$ cat src/rtl/mpf_pkg.sv
`default_nettype none
package mpf_pkg;
  // Register index and byte address (index times four)
  localparam logic [9:0]  FLOW_IDX       = 10'h008;
  localparam logic [9:0]  CTRL_IDX       = 10'h010;
  localparam logic [11:0] FLOW_ADDR      = {FLOW_IDX, 2'b00};
  localparam logic [11:0] CTRL_ADDR      = {CTRL_IDX, 2'b00};
  localparam logic [31:0] FLOW_RST       = 32'h0000_0000;
  localparam logic [31:0] CTRL_RST       = 32'h0000_0000;
  // Field positions
  localparam int          TIME_LSB       = 16;
  localparam int          PASS_BIT       = 2;
  localparam int          EN_BIT         = 1;
  localparam int          BUSY_BIT       = 0;
  localparam int          SEND_BIT       = 0;
  localparam int          BP_BIT         = 1;
  localparam int          HOLD_BIT       = 8;
  // Timing
  localparam int          CLK_NS         = 10;
  localparam int          SLOT_BITS      = 512;
  localparam int          BIT_NS_100     = 10;
  localparam int          BIT_NS_10      = 100;
  localparam int          SLOT_CYC_100   = SLOT_BITS * BIT_NS_100 / CLK_NS;
  localparam int          SLOT_CYC_10    = SLOT_BITS * BIT_NS_10 / CLK_NS;
  // Control frame layout, byte positions from the first destination byte
  localparam logic [5:0]  DA_LEN         = 6'h06;
  localparam logic [5:0]  SA_END         = 6'h0C;
  localparam logic [5:0]  TYPE_POS       = 6'h0C;
  localparam logic [5:0]  OPC_POS        = 6'h0E;
  localparam logic [5:0]  TIME_POS       = 6'h10;
  localparam logic [5:0]  FRAME_LAST     = 6'h3B;
  localparam logic [47:0] PAUSE_DA       = 48'h0180_C200_0001;
  localparam logic [15:0] CTL_TYPE       = 16'h8808;
  localparam logic [15:0] PAUSE_OPC      = 16'h0001;

  typedef struct packed {
    logic [7:0] data;
    logic       sof;
    logic       eof;
    logic       err;
  } mpf_rx_beat_t;

  typedef struct packed {
    logic pkt_filter;
    logic ctl_frame;
    logic pause;
    logic err;
  } mpf_rx_status_t;

  typedef struct packed {
    logic [7:0] data;
    logic       last;
  } mpf_tx_beat_t;

  typedef struct packed {
    logic        hit;
    logic        ctl;
    logic        err;
    logic [15:0] time_val;
  } mpf_decode_t;
endpackage
`default_nettype wire

$ cat src/rtl/mpf_pause_ctl.sv
// Behaviour
// - Every transmitted pause frame carries the programmed pause time in its time field.
// - With pass-control set and flow control on in full duplex, a valid received pause frame gets its packet-filter bit set.
// - With pass-control clear and flow control on in full duplex, a valid received pause frame gets its packet-filter bit cleared.
// - Every received frame is forwarded to the application, good, bad or control.
// - Promiscuous filtering overrides the pass-control setting in the status.
// - With flow control on in full duplex, a valid pause holds the transmitter for time x slot.
// - With flow control off, frames are not inspected and no pause takes effect.
// - In half duplex the enable bit together with the backpressure request bit turns on backpressure instead.
// - The busy flag is high while a pause frame or backpressure is being sent.
// - The busy flag returns to zero when the pause frame has been sent.
// - With the transmitter disabled, no pause frame and no backpressure go out.
`default_nettype none
module mpf_pause_ctl #(
  parameter int          SLOT_CYC_10M = mpf_pkg::SLOT_CYC_10,
  parameter logic [47:0] STATION_ADDR = 48'h0000_0000_0000
) (
  input  wire logic                   core_clk,
  input  wire logic                   arst_n,
  input  wire logic                   hsel,
  input  wire logic [31:0]            haddr,
  input  wire logic [1:0]             htrans,
  input  wire logic                   hwrite,
  input  wire logic [2:0]             hsize,
  input  wire logic                   hready,
  input  wire logic [31:0]            hwdata,
  output logic [31:0]                 hrdata,
  output logic                        hreadyout,
  output logic                        hresp,
  input  wire logic                   full_duplex,
  input  wire logic                   tx_enable,
  input  wire logic                   speed_100,
  input  wire logic                   promiscuous,
  input  wire logic                   addr_pass,
  input  wire logic                   rx_valid,
  input  wire mpf_pkg::mpf_rx_beat_t  rx_beat,
  output logic                        app_valid,
  output mpf_pkg::mpf_rx_beat_t       app_beat,
  output logic                        app_status_valid,
  output mpf_pkg::mpf_rx_status_t     app_status,
  output logic                        tx_valid,
  output mpf_pkg::mpf_tx_beat_t       tx_beat,
  input  wire logic                   tx_ready,
  output logic                        tx_hold,
  output logic                        backpressure
);

  typedef enum logic [1:0] {
    TX_IDLE = 2'b01,
    TX_SEND = 2'b10
  } mpf_tx_state_t;

  mpf_tx_state_t        state;
  logic [15:0]          pause_time;
  logic                 pass_ctl;
  logic                 fc_en;
  logic                 send_req;
  logic                 bp_req;
  logic                 bp_active;
  logic                 busy;
  logic [15:0]          sent_time;
  logic [5:0]           idx;
  logic                 start;
  logic                 take;
  logic                 ap_valid;
  logic                 ap_wr;
  logic [11:0]          ap_addr;
  logic                 rd_stage;
  logic                 wr_flow;
  logic                 wr_ctrl;
  logic [31:0]          rd_word;
  logic                 addr_pass_q;
  logic                 dec_valid;
  mpf_pkg::mpf_decode_t dec;

  // Bus slave: writes take no wait, reads one wait so a write just before is seen
  assign take      = hsel & htrans[1] & hready;
  assign hreadyout = ~rd_stage;
  assign hresp     = 1'b0;
  assign wr_flow   = ap_valid & ap_wr & (ap_addr == mpf_pkg::FLOW_ADDR);
  assign wr_ctrl   = ap_valid & ap_wr & (ap_addr == mpf_pkg::CTRL_ADDR);

  always_ff @(posedge core_clk or negedge arst_n) begin
    if (!arst_n) begin
      ap_valid <= 1'b0;
      ap_wr    <= 1'b0;
      ap_addr  <= 12'h000;
      rd_stage <= 1'b0;
    end else begin
      ap_valid <= take;
      rd_stage <= take & ~hwrite;
      if (take) begin
        ap_wr   <= hwrite;
        ap_addr <= haddr[11:0];
      end
    end
  end

  always_comb begin
    rd_word = 32'h0000_0000;
    if (ap_addr == mpf_pkg::FLOW_ADDR) begin
      rd_word[31:mpf_pkg::TIME_LSB] = pause_time;
      rd_word[mpf_pkg::PASS_BIT]    = pass_ctl;
      rd_word[mpf_pkg::EN_BIT]      = fc_en;
      rd_word[mpf_pkg::BUSY_BIT]    = busy;
    end else if (ap_addr == mpf_pkg::CTRL_ADDR) begin
      rd_word[mpf_pkg::SEND_BIT] = send_req;
      rd_word[mpf_pkg::BP_BIT]   = bp_req;
      rd_word[mpf_pkg::HOLD_BIT] = tx_hold;
    end
  end

  // Unmapped reads return zero
  always_ff @(posedge core_clk or negedge arst_n) begin
    if (!arst_n) begin
      hrdata <= 32'h0000_0000;
    end else if (rd_stage) begin
      hrdata <= rd_word;
    end
  end

  // Busy bit is status only; whatever is written there is dropped
  always_ff @(posedge core_clk or negedge arst_n) begin
    if (!arst_n) begin
      pause_time <= mpf_pkg::FLOW_RST[31:16];
      pass_ctl   <= mpf_pkg::FLOW_RST[mpf_pkg::PASS_BIT];
      fc_en      <= mpf_pkg::FLOW_RST[mpf_pkg::EN_BIT];
    end else if (wr_flow) begin
      pause_time <= hwdata[31:mpf_pkg::TIME_LSB];
      pass_ctl   <= hwdata[mpf_pkg::PASS_BIT];
      fc_en      <= hwdata[mpf_pkg::EN_BIT];
    end
  end

  // Software request wins over the hardware clear in the same cycle
  always_ff @(posedge core_clk or negedge arst_n) begin
    if (!arst_n) begin
      send_req <= mpf_pkg::CTRL_RST[mpf_pkg::SEND_BIT];
      bp_req   <= mpf_pkg::CTRL_RST[mpf_pkg::BP_BIT];
    end else begin
      if (wr_ctrl && hwdata[mpf_pkg::SEND_BIT]) begin
        send_req <= 1'b1;
      end else if (start) begin
        send_req <= 1'b0;
      end
      if (wr_ctrl) begin
        bp_req <= hwdata[mpf_pkg::BP_BIT];
      end
    end
  end

  // Pause frame is only sent in full duplex with the transmitter on
  assign start = (state == TX_IDLE) & send_req & full_duplex & tx_enable;

  function automatic logic [7:0] frame_byte(input logic [5:0] i, input logic [15:0] t);
    logic [7:0] b;
    b = 8'h00;
    if (i < mpf_pkg::DA_LEN) begin
      b = mpf_pkg::PAUSE_DA[8*(5-int'(i)) +: 8];
    end else if (i < mpf_pkg::SA_END) begin
      b = STATION_ADDR[8*(11-int'(i)) +: 8];
    end else if (i == mpf_pkg::TYPE_POS) begin
      b = mpf_pkg::CTL_TYPE[15:8];
    end else if (i == mpf_pkg::TYPE_POS + 6'h01) begin
      b = mpf_pkg::CTL_TYPE[7:0];
    end else if (i == mpf_pkg::OPC_POS) begin
      b = mpf_pkg::PAUSE_OPC[15:8];
    end else if (i == mpf_pkg::OPC_POS + 6'h01) begin
      b = mpf_pkg::PAUSE_OPC[7:0];
    end else if (i == mpf_pkg::TIME_POS) begin
      b = t[15:8];
    end else if (i == mpf_pkg::TIME_POS + 6'h01) begin
      b = t[7:0];
    end
    return b;
  endfunction

  // Time is latched at frame start, a late register write cannot tear the frame
  always_ff @(posedge core_clk or negedge arst_n) begin
    if (!arst_n) begin
      state     <= TX_IDLE;
      idx       <= 6'h00;
      sent_time <= 16'h0000;
      tx_beat   <= '0;
    end else begin
      unique case (state)
        TX_IDLE: begin
          if (start) begin
            state        <= TX_SEND;
            idx          <= 6'h00;
            sent_time    <= pause_time;
            tx_beat.data <= frame_byte(6'h00, pause_time);
            tx_beat.last <= 1'b0;
          end
        end
        TX_SEND: begin
          if (tx_ready) begin
            if (tx_beat.last) begin
              state <= TX_IDLE;
            end else begin
              idx          <= idx + 6'h01;
              tx_beat.data <= frame_byte(idx + 6'h01, sent_time);
              tx_beat.last <= (idx + 6'h01) == mpf_pkg::FRAME_LAST;
            end
          end
        end
      endcase
    end
  end

  assign tx_valid = state == TX_SEND;

  // Half duplex uses the enable bit for backpressure
  always_ff @(posedge core_clk or negedge arst_n) begin
    if (!arst_n) begin
      bp_active <= 1'b0;
    end else begin
      bp_active <= ~full_duplex & fc_en & tx_enable & bp_req;
    end
  end

  assign backpressure = bp_active;
  assign busy         = (state == TX_SEND) | bp_active;

  mpf_ctl_decoder u_dec (
    .core_clk     (core_clk),
    .arst_n       (arst_n),
    .en           (fc_en & full_duplex),
    .beat_valid   (rx_valid),
    .beat         (rx_beat),
    .result_valid (dec_valid),
    .result       (dec)
  );

  mpf_pause_timer #(
    .SLOT_CYC_10M (SLOT_CYC_10M)
  ) u_timer (
    .core_clk  (core_clk),
    .arst_n    (arst_n),
    .load      (dec_valid & dec.hit),
    .value     (dec.time_val),
    .speed_100 (speed_100),
    .active    (tx_hold)
  );

  // Data is never dropped here; keep or discard is the application's call
  always_ff @(posedge core_clk or negedge arst_n) begin
    if (!arst_n) begin
      app_valid <= 1'b0;
      app_beat  <= '0;
    end else begin
      app_valid <= rx_valid;
      app_beat  <= rx_beat;
    end
  end

  always_ff @(posedge core_clk or negedge arst_n) begin
    if (!arst_n) begin
      addr_pass_q <= 1'b0;
    end else if (rx_valid && rx_beat.eof) begin
      addr_pass_q <= addr_pass;
    end
  end

  always_ff @(posedge core_clk or negedge arst_n) begin
    if (!arst_n) begin
      app_status_valid <= 1'b0;
      app_status       <= '0;
    end else begin
      app_status_valid     <= dec_valid;
      app_status.ctl_frame <= dec.ctl;
      app_status.pause     <= dec.hit;
      app_status.err       <= dec.err;
      if (promiscuous) begin
        app_status.pkt_filter <= 1'b1;
      end else if (dec.hit) begin
        app_status.pkt_filter <= pass_ctl;
      end else begin
        app_status.pkt_filter <= addr_pass_q;
      end
    end
  end
endmodule
`default_nettype wire

$ cat src/rtl/mpf_ctl_decoder.sv
`default_nettype none
module mpf_ctl_decoder (
  input  wire logic                  core_clk,
  input  wire logic                  arst_n,
  input  wire logic                  en,
  input  wire logic                  beat_valid,
  input  wire mpf_pkg::mpf_rx_beat_t beat,
  output logic                       result_valid,
  output mpf_pkg::mpf_decode_t       result
);
  logic [5:0]  pos;
  logic [5:0]  cur;
  logic        da_ok;
  logic        ty_ok;
  logic        op_ok;
  logic [15:0] time_val;
  logic        next_da_ok;
  logic        next_ty_ok;
  logic        next_op_ok;
  logic [15:0] next_time;

  always_comb begin
    cur        = beat.sof ? 6'h00 : pos;
    next_da_ok = beat.sof | da_ok;
    next_ty_ok = beat.sof | ty_ok;
    next_op_ok = beat.sof | op_ok;
    next_time  = time_val;
    if (cur < mpf_pkg::DA_LEN) begin
      next_da_ok &= beat.data == mpf_pkg::PAUSE_DA[8*(5-int'(cur)) +: 8];
    end
    if (cur == mpf_pkg::TYPE_POS) next_ty_ok &= beat.data == mpf_pkg::CTL_TYPE[15:8];
    if (cur == mpf_pkg::TYPE_POS + 6'h01) next_ty_ok &= beat.data == mpf_pkg::CTL_TYPE[7:0];
    if (cur == mpf_pkg::OPC_POS) next_op_ok &= beat.data == mpf_pkg::PAUSE_OPC[15:8];
    if (cur == mpf_pkg::OPC_POS + 6'h01) next_op_ok &= beat.data == mpf_pkg::PAUSE_OPC[7:0];
    if (cur == mpf_pkg::TIME_POS) next_time[15:8] = beat.data;
    if (cur == mpf_pkg::TIME_POS + 6'h01) next_time[7:0] = beat.data;
  end

  always_ff @(posedge core_clk or negedge arst_n) begin
    if (!arst_n) begin
      pos      <= 6'h00;
      da_ok    <= 1'b0;
      ty_ok    <= 1'b0;
      op_ok    <= 1'b0;
      time_val <= 16'h0000;
    end else if (beat_valid) begin
      pos      <= beat.eof ? 6'h00 : (cur == 6'h3F ? cur : cur + 6'h01);
      da_ok    <= next_da_ok;
      ty_ok    <= next_ty_ok;
      op_ok    <= next_op_ok;
      time_val <= next_time;
    end
  end

  // Nothing is classified while disabled, so no pause can follow
  always_ff @(posedge core_clk or negedge arst_n) begin
    if (!arst_n) begin
      result_valid <= 1'b0;
      result       <= '0;
    end else begin
      result_valid    <= beat_valid & beat.eof;
      result.ctl      <= en & next_ty_ok & (cur > mpf_pkg::TYPE_POS);
      result.hit      <= en & next_da_ok & next_ty_ok & next_op_ok & ~beat.err
                         & (cur > mpf_pkg::TIME_POS);
      result.err      <= beat.err;
      result.time_val <= next_time;
    end
  end
endmodule
`default_nettype wire

$ cat src/rtl/mpf_pause_timer.sv
`default_nettype none
module mpf_pause_timer #(
  parameter int SLOT_CYC_10M = mpf_pkg::SLOT_CYC_10
) (
  input  wire logic        core_clk,
  input  wire logic        arst_n,
  input  wire logic        load,
  input  wire logic [15:0] value,
  input  wire logic        speed_100,
  output logic             active
);
  logic [15:0] quanta;
  logic [12:0] slot;
  logic [12:0] slot_top;

  // Slot is 512 bit times at the present link rate
  assign slot_top = speed_100 ? 13'(mpf_pkg::SLOT_CYC_100 - 1) : 13'(SLOT_CYC_10M - 1);

  // A new pause replaces the remaining time, zero cancels the hold
  always_ff @(posedge core_clk or negedge arst_n) begin
    if (!arst_n) begin
      quanta <= 16'h0000;
      slot   <= 13'h0000;
    end else if (load) begin
      quanta <= value;
      slot   <= slot_top;
    end else if (quanta != 16'h0000) begin
      if (slot == 13'h0000) begin
        quanta <= quanta - 16'h0001;
        slot   <= slot_top;
      end else begin
        slot <= slot - 13'h0001;
      end
    end
  end

  assign active = quanta != 16'h0000;

  logic [31:0] run_cnt;
  logic [31:0] exp_len;
  always_ff @(posedge core_clk or negedge arst_n) begin
    if (!arst_n) begin
      run_cnt <= 32'h0000_0000;
      exp_len <= 32'h0000_0000;
    end else if (load) begin
      run_cnt <= 32'h0000_0000;
      exp_len <= 32'(value) * (32'(slot_top) + 32'h0000_0001);
    end else if (active) begin
      run_cnt <= run_cnt + 32'h0000_0001;
    end
  end
endmodule
`default_nettype wire

$ cat config.mk
export PLATFORM = sky130hd
export DESIGN_NAME = mpf_pause_ctl
export DESIGN_NICKNAME = d
export VERILOG_FILES = /design/src/rtl/mpf_pkg.sv /design/src/rtl/mpf_pause_ctl.sv /design/src/rtl/mpf_ctl_decoder.sv /design/src/rtl/mpf_pause_timer.sv
export SDC_FILE = /design/constraint.sdc
export NUM_CORES = 1
export LEC_CHECK = 0
export ABC_CLOCK_PERIOD_IN_PS = 7010
export BUFFER_PORTS_ARGS = -buffer_cell sky130_fd_sc_hd__clkbuf_2
export CAP_MARGIN = 20
export CORE_MARGIN = 5
export CORE_UTILIZATION = 60
export CTS_CLUSTER_DIAMETER = 120
export DETAILED_ROUTE_END_ITERATION = 8
export MAX_ROUTING_LAYER = met4
export PLACE_DENSITY = 0.85
export SKIP_CTS_REPAIR_TIMING = 1
export SLEW_MARGIN = 25
export SYNTH_ARGS = -nofsm -noshare
export SYNTH_HDL_FRONTEND = slang
export SYNTH_SLANG_ARGS = --single-unit
$ cat constraint.sdc
create_clock -name core_clk -period 7.01 [get_ports core_clk]
set_clock_uncertainty 0.15 [all_clocks]
set_input_delay 0.3505 -clock core_clk [delete_from_list [all_inputs] [get_ports core_clk]]
set_output_delay 0.3505 -clock core_clk [all_outputs]
set_load 0.01 [all_outputs]
---- Yosys cells after proc, flatten, opt, wreduce, memory -nomap -nowiden ----
Index checks and enable logic that the tools add are counted.
word-level totals
  flip-flop bits (word level) ............. 180
  bits of input ports ..................... 92
  output and inout bits ................... 63
  word-level logic and storage cells ...... 174
operators by class
  $add $sub $neg .......................... 7
  magnitude comparators ................... 5
  eq/ne operators ......................... 26
  shifts and indexed selects .............. 3
  mux-type cells .......................... 47
  bitwise gates (word level) .............. 35
  reductions and logical operators ........ 13
operators by type and width
  operator                    number
  $shiftx A48 B10 Y8 const A  2
  $mux W8                     10
  $mux W16                    4
  $mux W13                    4
  $eq A6 B4 Y1 const B        8
  $shiftx A48 B32 Y8 const A  1
  $mux W6                     6
  $and A1 B1 Y1               27
  $mux W9                     3
  $eq A6 B5 Y1 const B        4
  $pmux W9 S2                 1
  $reduce_bool A16 Y1         1
  $sub A16 B1 Y16 const B     1
  $sub A3 B6 Y7 const A       2
  $logic_not A13 Y1           1
  $sub A13 B1 Y13 const B     1
  $add A6 B1 Y6 const B       2
  $eq A12 B6 Y1 const B       1
  $eq A12 B7 Y1 const B       1
  $eq A6 B6 Y1 const B        2
  $lt A6 B3 Y1 const B        2
  $mux W1                     12
  $pmux W6 S2                 1
  $mux W2                     5
  20 further kinds            34

---- Longest topological paths before layout ----
Gate-level depths: netlist of run 1.
  word-level depth ........................ 13
  mapped depth ............................ 10
  mapped depth without buffers ............ 8

---- Modules after synthesis ----
A second synthesis of run 1 with hierarchy kept.
unflattened totals
  cells, all modules ...................... 778
  area total of the unflattened synthesis .. 8663.3 sq um
by module, submodules not included
  module           times used  cells each  area each (sq um)
  mpf_pause_ctl    1           388         4613.2
  mpf_ctl_decoder  1           183         2177.1
  mpf_pause_timer  1           207         1873.0

---- Least setup slack after synthesis of run 1 ----
No wires, ideal clock.
  path kind ............................... input to register
  start point ............................. input port rx_beat[2] in the netlist's numbering
  end point ............................... register u_dec.pos[1]
  arrival time ............................ 2.237 ns
  path slack .............................. 4.541 ns
  stages .................................. 10
  cell sequence ........................... clkbuf_2 buf_1 nand2b_1 inv_1 ha_1 nor3b_2 or3b_2 o21ai_0 nand2_1 o21ai_0
on the way
  word-level cells in the longest chain between the ends .. 4
  elaborated cells between the ends (all ways) .. 5
  those cells by class .................... add/sub (1); eq/ne (1); mux (3)
RTL lines
  item                                           RTL line               RTL
  from (decl)                                    mpf_pause_ctl.sv:36    input wire mpf_pkg::mpf_rx_beat_t rx_beat,
  $mux W6 (*)                                    mpf_ctl_decoder.sv:23  cur = beat.sof ? 6'h00 : pos;
  $add A6 B1 Y6 or $eq A6 B6 Y1 (tied branches)  mpf_ctl_decoder.sv:47  pos <= beat.eof ? 6'h00 : (cur == 6'h3F ? cur : cur + 6'h01);
  $mux W6 (*) (2 in series)                      mpf_ctl_decoder.sv:47
  to (signal assigned)                           mpf_ctl_decoder.sv:47
  to (decl)                                      mpf_ctl_decoder.sv:11  logic [5:0] pos;
Mark *: on every way between the ends. The rest lies on a longest branch, timed or not.
A chain may end at the register's enable or synchronous reset.

---- Final worst setup path of run 1 ----
  start point ............................. register ap_addr[4]
  end point ............................... register pause_time[6]
on the way
  word-level cells in the longest chain between the ends .. 2
RTL lines
  item                    RTL line              RTL
  from (decl)             mpf_pause_ctl.sv:67   logic [11:0] ap_addr;
  from (signal assigned)  mpf_pause_ctl.sv:94   ap_addr <= haddr[11:0];
  $eq A12 B6 Y1           mpf_pause_ctl.sv:80   assign wr_flow = ap_valid & ap_wr & (ap_addr == mpf_pkg::FLOW_ADDR);
  $and A1 B1 Y1           mpf_pause_ctl.sv:80
  to (signal assigned)    mpf_pause_ctl.sv:125  pause_time <= mpf_pkg::FLOW_RST[31:16];
  to (signal assigned)    mpf_pause_ctl.sv:129  pause_time <= hwdata[31:mpf_pkg::TIME_LSB];
  to (decl)               mpf_pause_ctl.sv:54   logic [15:0] pause_time;
No other way between the ends.

==> flow_summary_export.csv, run 1 <==
group,metric,value,unit
run_status,status,"complete, no violations",
logic_synthesis,yosys_warnings,0,
floorplanning,num_io_pins,155,
timing,rsz0062_at_grt,"false",
worst_setup_path,path_max_fanout,20,
global_route,grt_pass1_vias,6199,
worst_hold_path,holdPathStages,2,
global_route,grtUsageTotal,24.5,%
layout,drive_gt1_share,27.5,%
layout,stdcell_area,9770,sq um
worst_setup_path,r2r_cells,5,
logic_synthesis,ys_ff_latch,180,
clock_tree,clkLatencyLatePin,0.43,ns
logic_synthesis,yosys_most_used_dff,"dfrtp_1",
layout,n_antenna_cell,0,
worst_setup_path,critPathRequiredTime,7.17,ns
timing,worst_slew_pin_slew,0.888,ns
power_and_ir_drop,p_int,0.00173,W
route,drc,0,
global_route,grt_antenna_before_repair,0,
clock_tree,cts_max_level,4,
placed_design,dpl_worst_slack,4.09,ns
clock_tree,path_clk_slew,0.07,ns
clock_tree,clock-sinks,180,
global_route,grt.overflow.total,0,
clock_tree,ctsRootBufferMaster,"clkbuf_16",
timing,setup_viol_count_final,0,
timing,slew_headroom,40.7,%
timing,layout_setup_ws,4.02,ns
power_and_ir_drop,p_per_area,247,nW/um^2
flow_run,cap_violations,0,
route,drt_wl_total,19300,microns
route,ant_nets,0,
floorplanning,start_util,61.1,%
global_route,grt_pass1_wl,31300,microns
placed_design,gp_congestion,0.877,
placed_design,port_buffers,104,
worst_setup_path,critPathLaunchType,"flop",
logic_synthesis,ys_seq_area_share,53.4,%
logic_synthesis,synth_area,8440,sq um
route,vias,6380,
power_and_ir_drop,cellLeakagePower,4.69,nW
floorplanning,core_area,13800,sq um
floorplanning,die_x,129,microns
floorplanning,row_count,43,
logic_synthesis,ys_async_sr_fraction,100,%
clock_tree,cts_tree,"built",
route,wl_per_cell,18.2,microns
timing,hold_viol,0,
power_and_ir_drop,power_frac_comb,13.4,%
power_and_ir_drop,netSwitchingFraction,28.3,%
layout,fin_nets,970,
timing,setup_tns,0,ns
worst_setup_path,cp.arrival,3.15,ns
timing,hold_ws,0.00137,ns
timing,finalCriticalPeriod,2.99,ns
worst_hold_path,hold_path_class,"input port to flop",
power_and_ir_drop,p_sw,0.000684,W
logic_synthesis,synth-edff-count,0,
logic_synthesis,synth_cells,763,
clock_tree,cts_buffers,17,
logic_synthesis,syn_area_per_cell,11.1,sq um
route,drt-pass1-iter-count,5,
power_and_ir_drop,ir_drop,0.247,mV
global_route,grt_start_max_net_pins,82,
power_and_ir_drop,pwr-share-clk,39.8,%
timing,timing.final.crit_share,42.6,%
route,initialDrtViolationCount,519,
floorplanning,die_h,129,microns
logic_synthesis,ys_types,72,
clock_tree,clk_path_buf_depth,2,
power_and_ir_drop,sequentialPowerShare,46.8,%
power_and_ir_drop,total_power,0.00241,W
layout,syn_to_final_growth,15.7,%
placed_design,post_dp_cell_area,8990,sq um
floorplanning,dieArea,16500,sq um
placed_design,dp_hpwl,12700,microns
timing,finalMaxSlewViolations,0,
timing,fmax,335,MHz
worst_setup_path,criticalPathCategory,"flop to flop",
worst_setup_path,crit_path_end_kind,"flop",
route,vias_per_cell,6.02,
[per-layer routing]
| metal | share of wire (%) | global-route usage, % | vias to the layer above |
|---|---|---|---|
| met5 | 0 | - | - |
| met4 | 2.2 | 7.97 | 0 |
| met3 | 5.4 | 5.19 | 36 |
| met2 | 50 | 38.8 | 211 |
| met1 | 42 | 32.0 | 3190 |
| li1 | - | - | 2943 |
[registers in the layout (all words and copies together), names as in the netlist, 2 cells and up]
register	cells
idx	6
u_dec.pos	6
u_timer.quanta	16
app_status	4
tx_beat	9
ap_addr	12
state	2
u_timer.slot	13
u_dec.result	19
hrdata	20
app_beat	10
u_dec.time_val	16
pause_time	16
sent_time	16
[stage by stage]
step           cells  util [%]
2_1_floorplan    775         -
3_3_place_gp    1010      65.0
3_5_place_dp    1010      65.0
4_1_cts         1042      69.4
5_1_grt         1059      70.7
6_report        1059      70.7
[critical path, cell delays in order, from the launching register on]
cell     delay, ns
dfrtp_1       0.39
nor4_1        0.33
nand3_1       0.15
or3b_1        0.75
nor2_4        0.67
mux2_2        0.43
[cells by family (layout without fill, tap and decap cells)]
logic type	Yosys count	in the layout	share of synthesized area, %
and+or+nand+nor	212	212	13.6
AOI/OAI and AO/OA	185	185	14.4
adders and majority gates	12	12	1.78
DFF	180	180	53.4
buffers and inverters	78	182	4.46
muxes	85	85	11.3
other	1	13	0.0444
xor gates and xnor gates	10	10	1.04
[cell type report]
cell class	instances	area (sq um)
fillers	920	4060
clock buffers	17	425
multi-input cells	517	3610
flip-flops and latches	180	4510
inverters	25	93.8
clock inverters	15	186
repair buffers	125	727
well taps	180	225
[synth_stat cells, types with 6 or more instances]
cell type  number  area share, %
mux2_2         81             11
buf_4          16            1.4
inv_1          25            1.1
nor2b_1         6           0.44
ha_1           12            1.8
a21oi_1        45            2.7
nor3_1         19            1.1
a22oi_1         9           0.80
and3_1          7           0.52
o21ai_0        50            3.0
nand2_1        62            2.8
buf_2           6           0.36
a31oi_1         8           0.59
dfrtp_1       179             53
nor2_1         37            1.6
clkbuf_1       25            1.1
nand2b_1       11           0.82
nand3_1        18            1.1
o2bb2ai_1      21            2.2
nor4_1          9           0.67
[final timing paths]
path	start	to	slack, ns
max in group asynchronous	arst_n	sent_time[11]	4.56
min reg2reg	u_dec.result[17]	app_status[2]	0.21
min	haddr[6]	ap_addr[6]	0.001
max reg2reg	ap_addr[4]	pause_time[6]	4.02
min in group asynchronous	arst_n	u_dec.pos[1]	0.38
max	ap_addr[4]	pause_time[6]	4.02
[layout by cell type (no fill, tap or decap), drive strengths merged, types with 3 or more instances in the layout]
master / instances
nor3: 21
dfrtp: 179
nand2: 62
o32a: 4
nand3: 19
conb: 13
nor2: 40
inv: 31
o22a: 3
o2bb2ai: 21
o31ai: 4
o22ai: 4
and3: 7
xor2: 5
nor4: 12
clkbuf: 120
and2: 4
clkinv: 8
o21ai: 52
a22o: 4
mux2: 81
dlygate4sd3: 17
nor2b: 6
o211ai: 4
buf: 5
xnor2: 5
nor3b: 6
mux2i: 4
a21oi: 45
a21o: 4
or4: 7
a22oi: 9
nand2b: 12
ha: 12
o32ai: 4
a31oi: 8
[power groups by stage]
stage	clock network, W	registers (W)	logic (W)
after floorplan	0	0.00113	0.000228
after global placement	0	0.00114	0.000303
after detailed placement	0	0.00115	0.000312
after CTS	0.000975	0.00113	0.000316
after global routing	0.00102	0.00114	0.000361
final	0.000962	0.00113	0.000324
Power figures use the tool's default switching activity.
==> run 2, diff against run 1 <==
Settings changed: ABC_CLOCK_PERIOD_IN_PS 7010 to 2510, CORE_UTILIZATION 60 to 50, PLACE_DENSITY 0.85 to 0.76.
Clock period 7.01 ns to 2.51 ns, I/O delays scaled along.
==> flow_summary_export.csv, run 2 (synthesis gave the netlist of run 1 again) <==
group,metric,value,unit
run_status,status,"complete, no violations",
floorplanning,dieArea,19600,sq um
worst_setup_path,critPathLaunchType,"flop",
global_route,grt_start_max_net_pins,63,
worst_setup_path,cp.arrival,2.58,ns
placed_design,dp_hpwl,13400,microns
worst_setup_path,timing.critical_path.cells,"inv_1, ha_1, ha_1, or3_1, nand2_1, o221ai_2, o31a_1, o31ai_1",
clock_tree,clk_path_buf_depth,2,
route,wl_per_cell,17.9,microns
power_and_ir_drop,total_power,0.00703,W
worst_setup_path,crit_path_end_kind,"flop",
worst_setup_path,criticalPathCategory,"flop to flop",
global_route,grt_pass1_vias,6298,
clock_tree,cts_max_level,4,
global_route,grt_pass1_wl,32100,microns
layout,largest_register_ffs,20,
floorplanning,row_count,47,
timing,layout_setup_ws,0.103,ns
timing,slew_headroom,52.4,%
power_and_ir_drop,p_per_area,673,nW/um^2
worst_setup_path,crit_top_cell,"ha_1",
timing,worst_slew_pin_slew,0.712,ns
timing,setup_tns,0,ns
route,ant_nets,0,
route,drt_wl_total,20700,microns
route,vias,6575,
clock_tree,ctsRootBufferMaster,"clkbuf_16",
layout,drive_gt1_share,28.6,%
placed_design,dpl_worst_slack,0.120,ns
floorplanning,die_x,140,microns
worst_setup_path,critPathSlowestCell,"dfrtp_1",
layout,syn_to_final_growth,23.7,%
layout,fin_nets,1032,
global_route,grt_antenna_before_repair,0,
floorplanning,num_io_pins,155,
floorplanning,start_util,50.9,%
layout,n_antenna_cell,0,
clock_tree,clock-sinks,180,
worst_hold_path,hold_path_class,"input port to async pin",
power_and_ir_drop,ir_drop,0.496,mV
route,initialDrtViolationCount,463,
global_route,grtUsageTotal,20.7,%
clock_tree,cts_tree,"built",
worst_setup_path,timing.critical_path.slowest_cell_delay,0.41,ns
timing,finalCriticalPeriod,2.41,ns
clock_tree,cts_buffers,17,
floorplanning,core_area,16600,sq um
route,vias_per_cell,5.67,
timing,timing.final.crit_share,95.9,%
layout,final_common_cell,"dfrtp_1",
layout,top_register,"hrdata",
global_route,grt.overflow.total,0,
floorplanning,die_h,140,microns
worst_setup_path,path_max_fanout,5,
route,drc,0,
power_and_ir_drop,cellLeakagePower,4.98,nW
layout,final_cell_mix,"179 x dfrtp_1, 103 x clkbuf_2, 81 x mux2_2, 62 x nand2_1, 51 x dlygate4sd3_1",
timing,fmax,415,MHz
route,drt-pass1-iter-count,6,
placed_design,port_buffers,104,
flow_run,cap_violations,0,
layout,top_regs,"hrdata: 20 flops, u_dec.result: 19 flops",
timing,setup_viol_count_final,0,
placed_design,gp_congestion,0.874,
timing,finalMaxSlewViolations,0,
clock_tree,path_clk_slew,0.06,ns
clock_tree,clkLatencyLatePin,0.43,ns
timing,hold_viol,0,
worst_setup_path,critPathRequiredTime,2.68,ns
run 2: layout make-up:
| type | count | area, sq um |
|---|---|---|
| clock buffer | 20 | 437 |
| multi-input combinational | 517 | 3650 |
| inverter | 25 | 93.8 |
| timing repair buffer | 187 | 1300 |
| sequential | 180 | 4510 |
| clock inverter | 11 | 178 |
| fill | 1270 | 6140 |
| tap | 220 | 275 |
run 2: worst max-delay path: cells and delay by family, from the launching register on:
family                   cells  cell delay (ns)
AO/OA/AOI/OAI                3             0.61
adder cells (fa/ha/maj)      2             0.59
buffers and inverters        1             0.10
flip-flops                   1             0.41
AND/OR/NAND/NOR              2             0.46
run 2: per-layer routing:
layer | vias to the layer above | share of wire [%] | track usage, %
li1 | 3066 | - | -
met1 | 3255 | 41 | 26.2
met2 | 217 | 52 | 33.8
met3 | 37 | 4.8 | 4.23
met4 | 0 | 2.3 | 6.43
met5 | - | 0 | -
run 2: where the power goes:
part / total, W / switching [W] / internal [W] / leakage [nW]
clock: 0.00278 / 0.00111 / 0.00167 / 0.281
sequential: 0.00312 / 0.000103 / 0.00302 / 2.41
combinational: 0.00112 / 0.000613 / 0.000509 / 2.29
total: 0.00703 / 0.00183 / 0.00520 / 4.98
run 2: final timing paths:
check,from,endpoint,slack (ns),cells past startpoint
min reg2reg,u_dec.result[17],app_status[2],0.20,0
min in group core_clk,rx_beat[2],u_dec.pos[1],0.09,4
max,idx[0],tx_beat[8],0.10,8
max in group asynchronous,arst_n,pause_time[3],1.23,3
min,arst_n,u_dec.time_val[13],0.09,2
max reg2reg,idx[0],tx_beat[8],0.10,8
run 2: per-stage QoR:
step / instances / utilization (%) / area, sq um / hold slack (ns)
floorplan: 775 / - / 8490 / -0.320
global placement: 1078 / 55.9 / 9270 / -0.0171
detailed placement: 1078 / 55.9 / 9270 / -0.0155
CTS: 1109 / 59.6 / 9890 / -0.478
global route: 1160 / 62.9 / 10400 / 0.122
finish: 1160 / 62.9 / 10400 / 0.0869
==> run 3, diff against run 2 <==
Settings changed: CORE_UTILIZATION 50 to 51, PLACE_DENSITY 0.76 to 0.77, SYNTH_HIERARCHICAL set to 1.
==> flow_summary_export.csv, run 3 <==
group,metric,value,unit
layout,top_regs,"hrdata: 20 flops, u_dec/result: 19 flops",
logic_synthesis,synthTopCellsByCount,"180 x dfrtp_1, 68 x nand2_1, 65 x mux2_2, 42 x nor2_1, 41 x o21ai_0",
run_status,status,"complete, no violations",
route,wl_per_cell,17.5,microns
route,drc,0,
global_route,grtUsageTotal,20.8,%
power_and_ir_drop,p_sw,0.00188,W
worst_setup_path,critPathLaunch,"u_timer/quanta[4]",
clock_tree,ctsRootBufferMaster,"clkbuf_16",
floorplanning,row_count,47,
global_route,grt_antenna_before_repair,0,
worst_setup_path,cp.arrival,2.21,ns
clock_tree,cts_max_level,4,
timing,slew_headroom,48.2,%
power_and_ir_drop,cellLeakagePower,5.12,nW
layout,n_antenna_cell,0,
clock_tree,clk_path_buf_depth,2,
timing,timing.final.crit_share,98.9,%
layout,largest_register_ffs,20,
floorplanning,start_util,52.1,%
placed_design,gp_congestion,0.920,
logic_synthesis,yosysTopAreaCell,"dfrtp_1",
worst_setup_path,r2r-start,"idx[0]",
worst_setup_path,critPathLaunchType,"flop",
timing,hold_ws,0.0891,ns
worst_setup_path,criticalPathCategory,"flop to output pin",
worst_setup_path,path_max_fanout,5,
clock_tree,clkLatencyLatePin,0.43,ns
layout,syn_to_final_growth,24.4,%
floorplanning,core_area,16600,sq um
route,drt_wl_total,20900,microns
layout,drive_gt1_share,29.1,%
layout,multi_input_area,3890,sq um
logic_synthesis,yosys.area.top_type_share,52.0,%
layout,final_cell_mix,"177 x dfrtp_1, 103 x clkbuf_2, 67 x nand2_1, 65 x mux2_2, 52 x dlygate4sd3_1",
logic_synthesis,synth-edff-count,0,
worst_setup_path,critPathRequiredTime,2.23,ns
power_and_ir_drop,sequentialPowerShare,45.8,%
power_and_ir_drop,p_int,0.00498,W
floorplanning,die_x,140,microns
layout,seqCellArea,4530,sq um
power_and_ir_drop,p_per_area,637,nW/um^2
placed_design,dp_hpwl,14100,microns
clock_tree,cts_buffers,17,
logic_synthesis,synth_area_leaders,"dfrtp_1 52%, mux2_2 8.4%, nand2_1 2.9%, mux2_1 2.5%, o21ai_0 2.4%",
global_route,grt_pass1_wl,32400,microns
layout,top_register,"hrdata",
timing,finalMaxSlewViolations,0,
layout,n_fill_cell,1264,
route,initialDrtViolationCount,453,
power_and_ir_drop,power_frac_comb,17.4,%
clock_tree,cts_tree,"built",
route,vias,6743,
placed_design,port_buffers,104,
route,vias_per_cell,5.64,
floorplanning,dieArea,19700,sq um
worst_hold_path,hold_path_class,"input port to async pin",
layout,fin_nets,1070,
power_and_ir_drop,total_power,0.00686,W
logic_synthesis,ys_async_sr_fraction,100,%
floorplanning,die_h,140,microns
global_route,grt.overflow.total,0,
power_and_ir_drop,pwr-share-clk,36.8,%
logic_synthesis,synth_most_common_cell,"dfrtp_1",
timing,finalCriticalPeriod,2.48,ns
worst_setup_path,timing.critical_path.slowest_cell_delay,0.57,ns
timing,fmax,403,MHz
logic_synthesis,ys_seq_area_share,52.3,%
placed_design,post_dp_cell_area,9580,sq um
logic_synthesis,synth_cells,778,
clock_tree,path_clk_slew,0.07,ns
timing,setup_viol_count_final,0,
worst_setup_path,critPathSlowestCell,"or4_4",
power_and_ir_drop,ir_drop,0.556,mV
worst_setup_path,timing.critical_path.cells,"or4_4, nor4_4, buf_4, nand2_1, clkbuf_2",
global_route,grt_start_max_net_pins,60,
layout,final_common_cell,"dfrtp_1",
timing,rsz0062_at_grt,"true",
route,ant_nets,0,
route,drt-pass1-iter-count,5,
worst_setup_path,crit_path_end_kind,"output pin",
logic_synthesis,yosys_warnings,6,
logic_synthesis,yosys_most_used_dff,"dfrtp_1",
clock_tree,clock-sinks,181,
timing,hold_viol,0,
layout,stdcell_area,10800,sq um
global_route,grt_pass1_vias,6395,
logic_synthesis,ys_ff_latch,181,
logic_synthesis,syn_area_per_cell,11.1,sq um
logic_synthesis,synth_area,8660,sq um
timing,worst_slew_pin_slew,0.768,ns
logic_synthesis,ys_types,76,
floorplanning,num_io_pins,155,
flow_run,cap_violations,0,
power_and_ir_drop,netSwitchingFraction,27.4,%
[run 3: changes by cell type after synthesis, moves of 5 or more]
cell / change
a21oi_1: -6
inv_1: -5
mux2_1: +19
mux2_2: -16
nand2_1: +6
nand4_1: +8
nor2_1: +5
o21ai_0: -9
o21ai_1: +5
or3_1: +5
xor2_1: +5
[run 3: layout make-up]
| class | count | area share, % |
|---|---|---|
| well taps | 220 | 2.55 |
| repair buffers | 201 | 13.2 |
| inverters | 23 | 0.801 |
| clock buffers | 19 | 4.11 |
| multi-input cells | 539 | 36.1 |
| clock inverters | 13 | 1.11 |
| flip-flops and latches | 181 | 42.1 |
[run 3: metal layers]
metal  global-route usage (%)  wire (microns)  up-vias
li1                         -               -     3176
met1                     26.5            8560     3282
met2                     33.6           10700      238
met3                     3.58            1090       47
met4                     7.24             534        0
met5                        -               0        -
[run 3: through the flow]
stage	setup WS, ns	std cells	setup TNS [ns]	utilization (%)
after detailed placement	-0.00304	1106	-0.00304	57.6
after floorplan	0.00830	790	0	-
after global routing	-0.0348	1196	-0.0722	64.8
after global placement	0.0638	1106	0	57.6
final	0.0276	1196	0	64.8
after CTS	-0.0872	1138	-0.113	61.0
[run 3: worst paths after layout]
check	to	slack (ns)	depth (start not counted)
min in group core_clk	app_status[2]	0.21	0
max in group asynchronous	state[0]	1.37	3
worst min register to register	app_status[2]	0.21	0
worst max-delay path	tx_hold	0.03	5
worst max register to register	tx_beat[1]	0.08	9
worst min-delay path	app_beat[4]	0.09	2
[run 3: power groups by stage]
stage / clock [W] / combinational, W / sequential, W
2_1_floorplan: 0 / 0.000666 / 0.00319
3_3_place_gp: 0 / 0.00101 / 0.00317
3_5_place_dp: 0 / 0.00102 / 0.00318
4_1_cts: 0.00258 / 0.00104 / 0.00313
5_1_grt: 0.00270 / 0.00130 / 0.00316
6_report: 0.00253 / 0.00119 / 0.00314
[run 3: kinds of logic after synthesis]
kind of cell	share of synthesized area, %
muxes	11.3
adders and majority gates	2.17
and+or+nand+nor	15.6
AOI/OAI and AO/OA	12.7
DFF	52.3
other	0.0433
xor gates and xnor gates	1.82
buffers and inverters	4.16
[run 3: critical path, delay by kind of cell (launching register included)]
kind / cells / cell delay, ns
flip-flops: 1 / 0.44
AND/OR/NAND/NOR: 3 / 1.00
buffers and inverters: 2 / 0.34
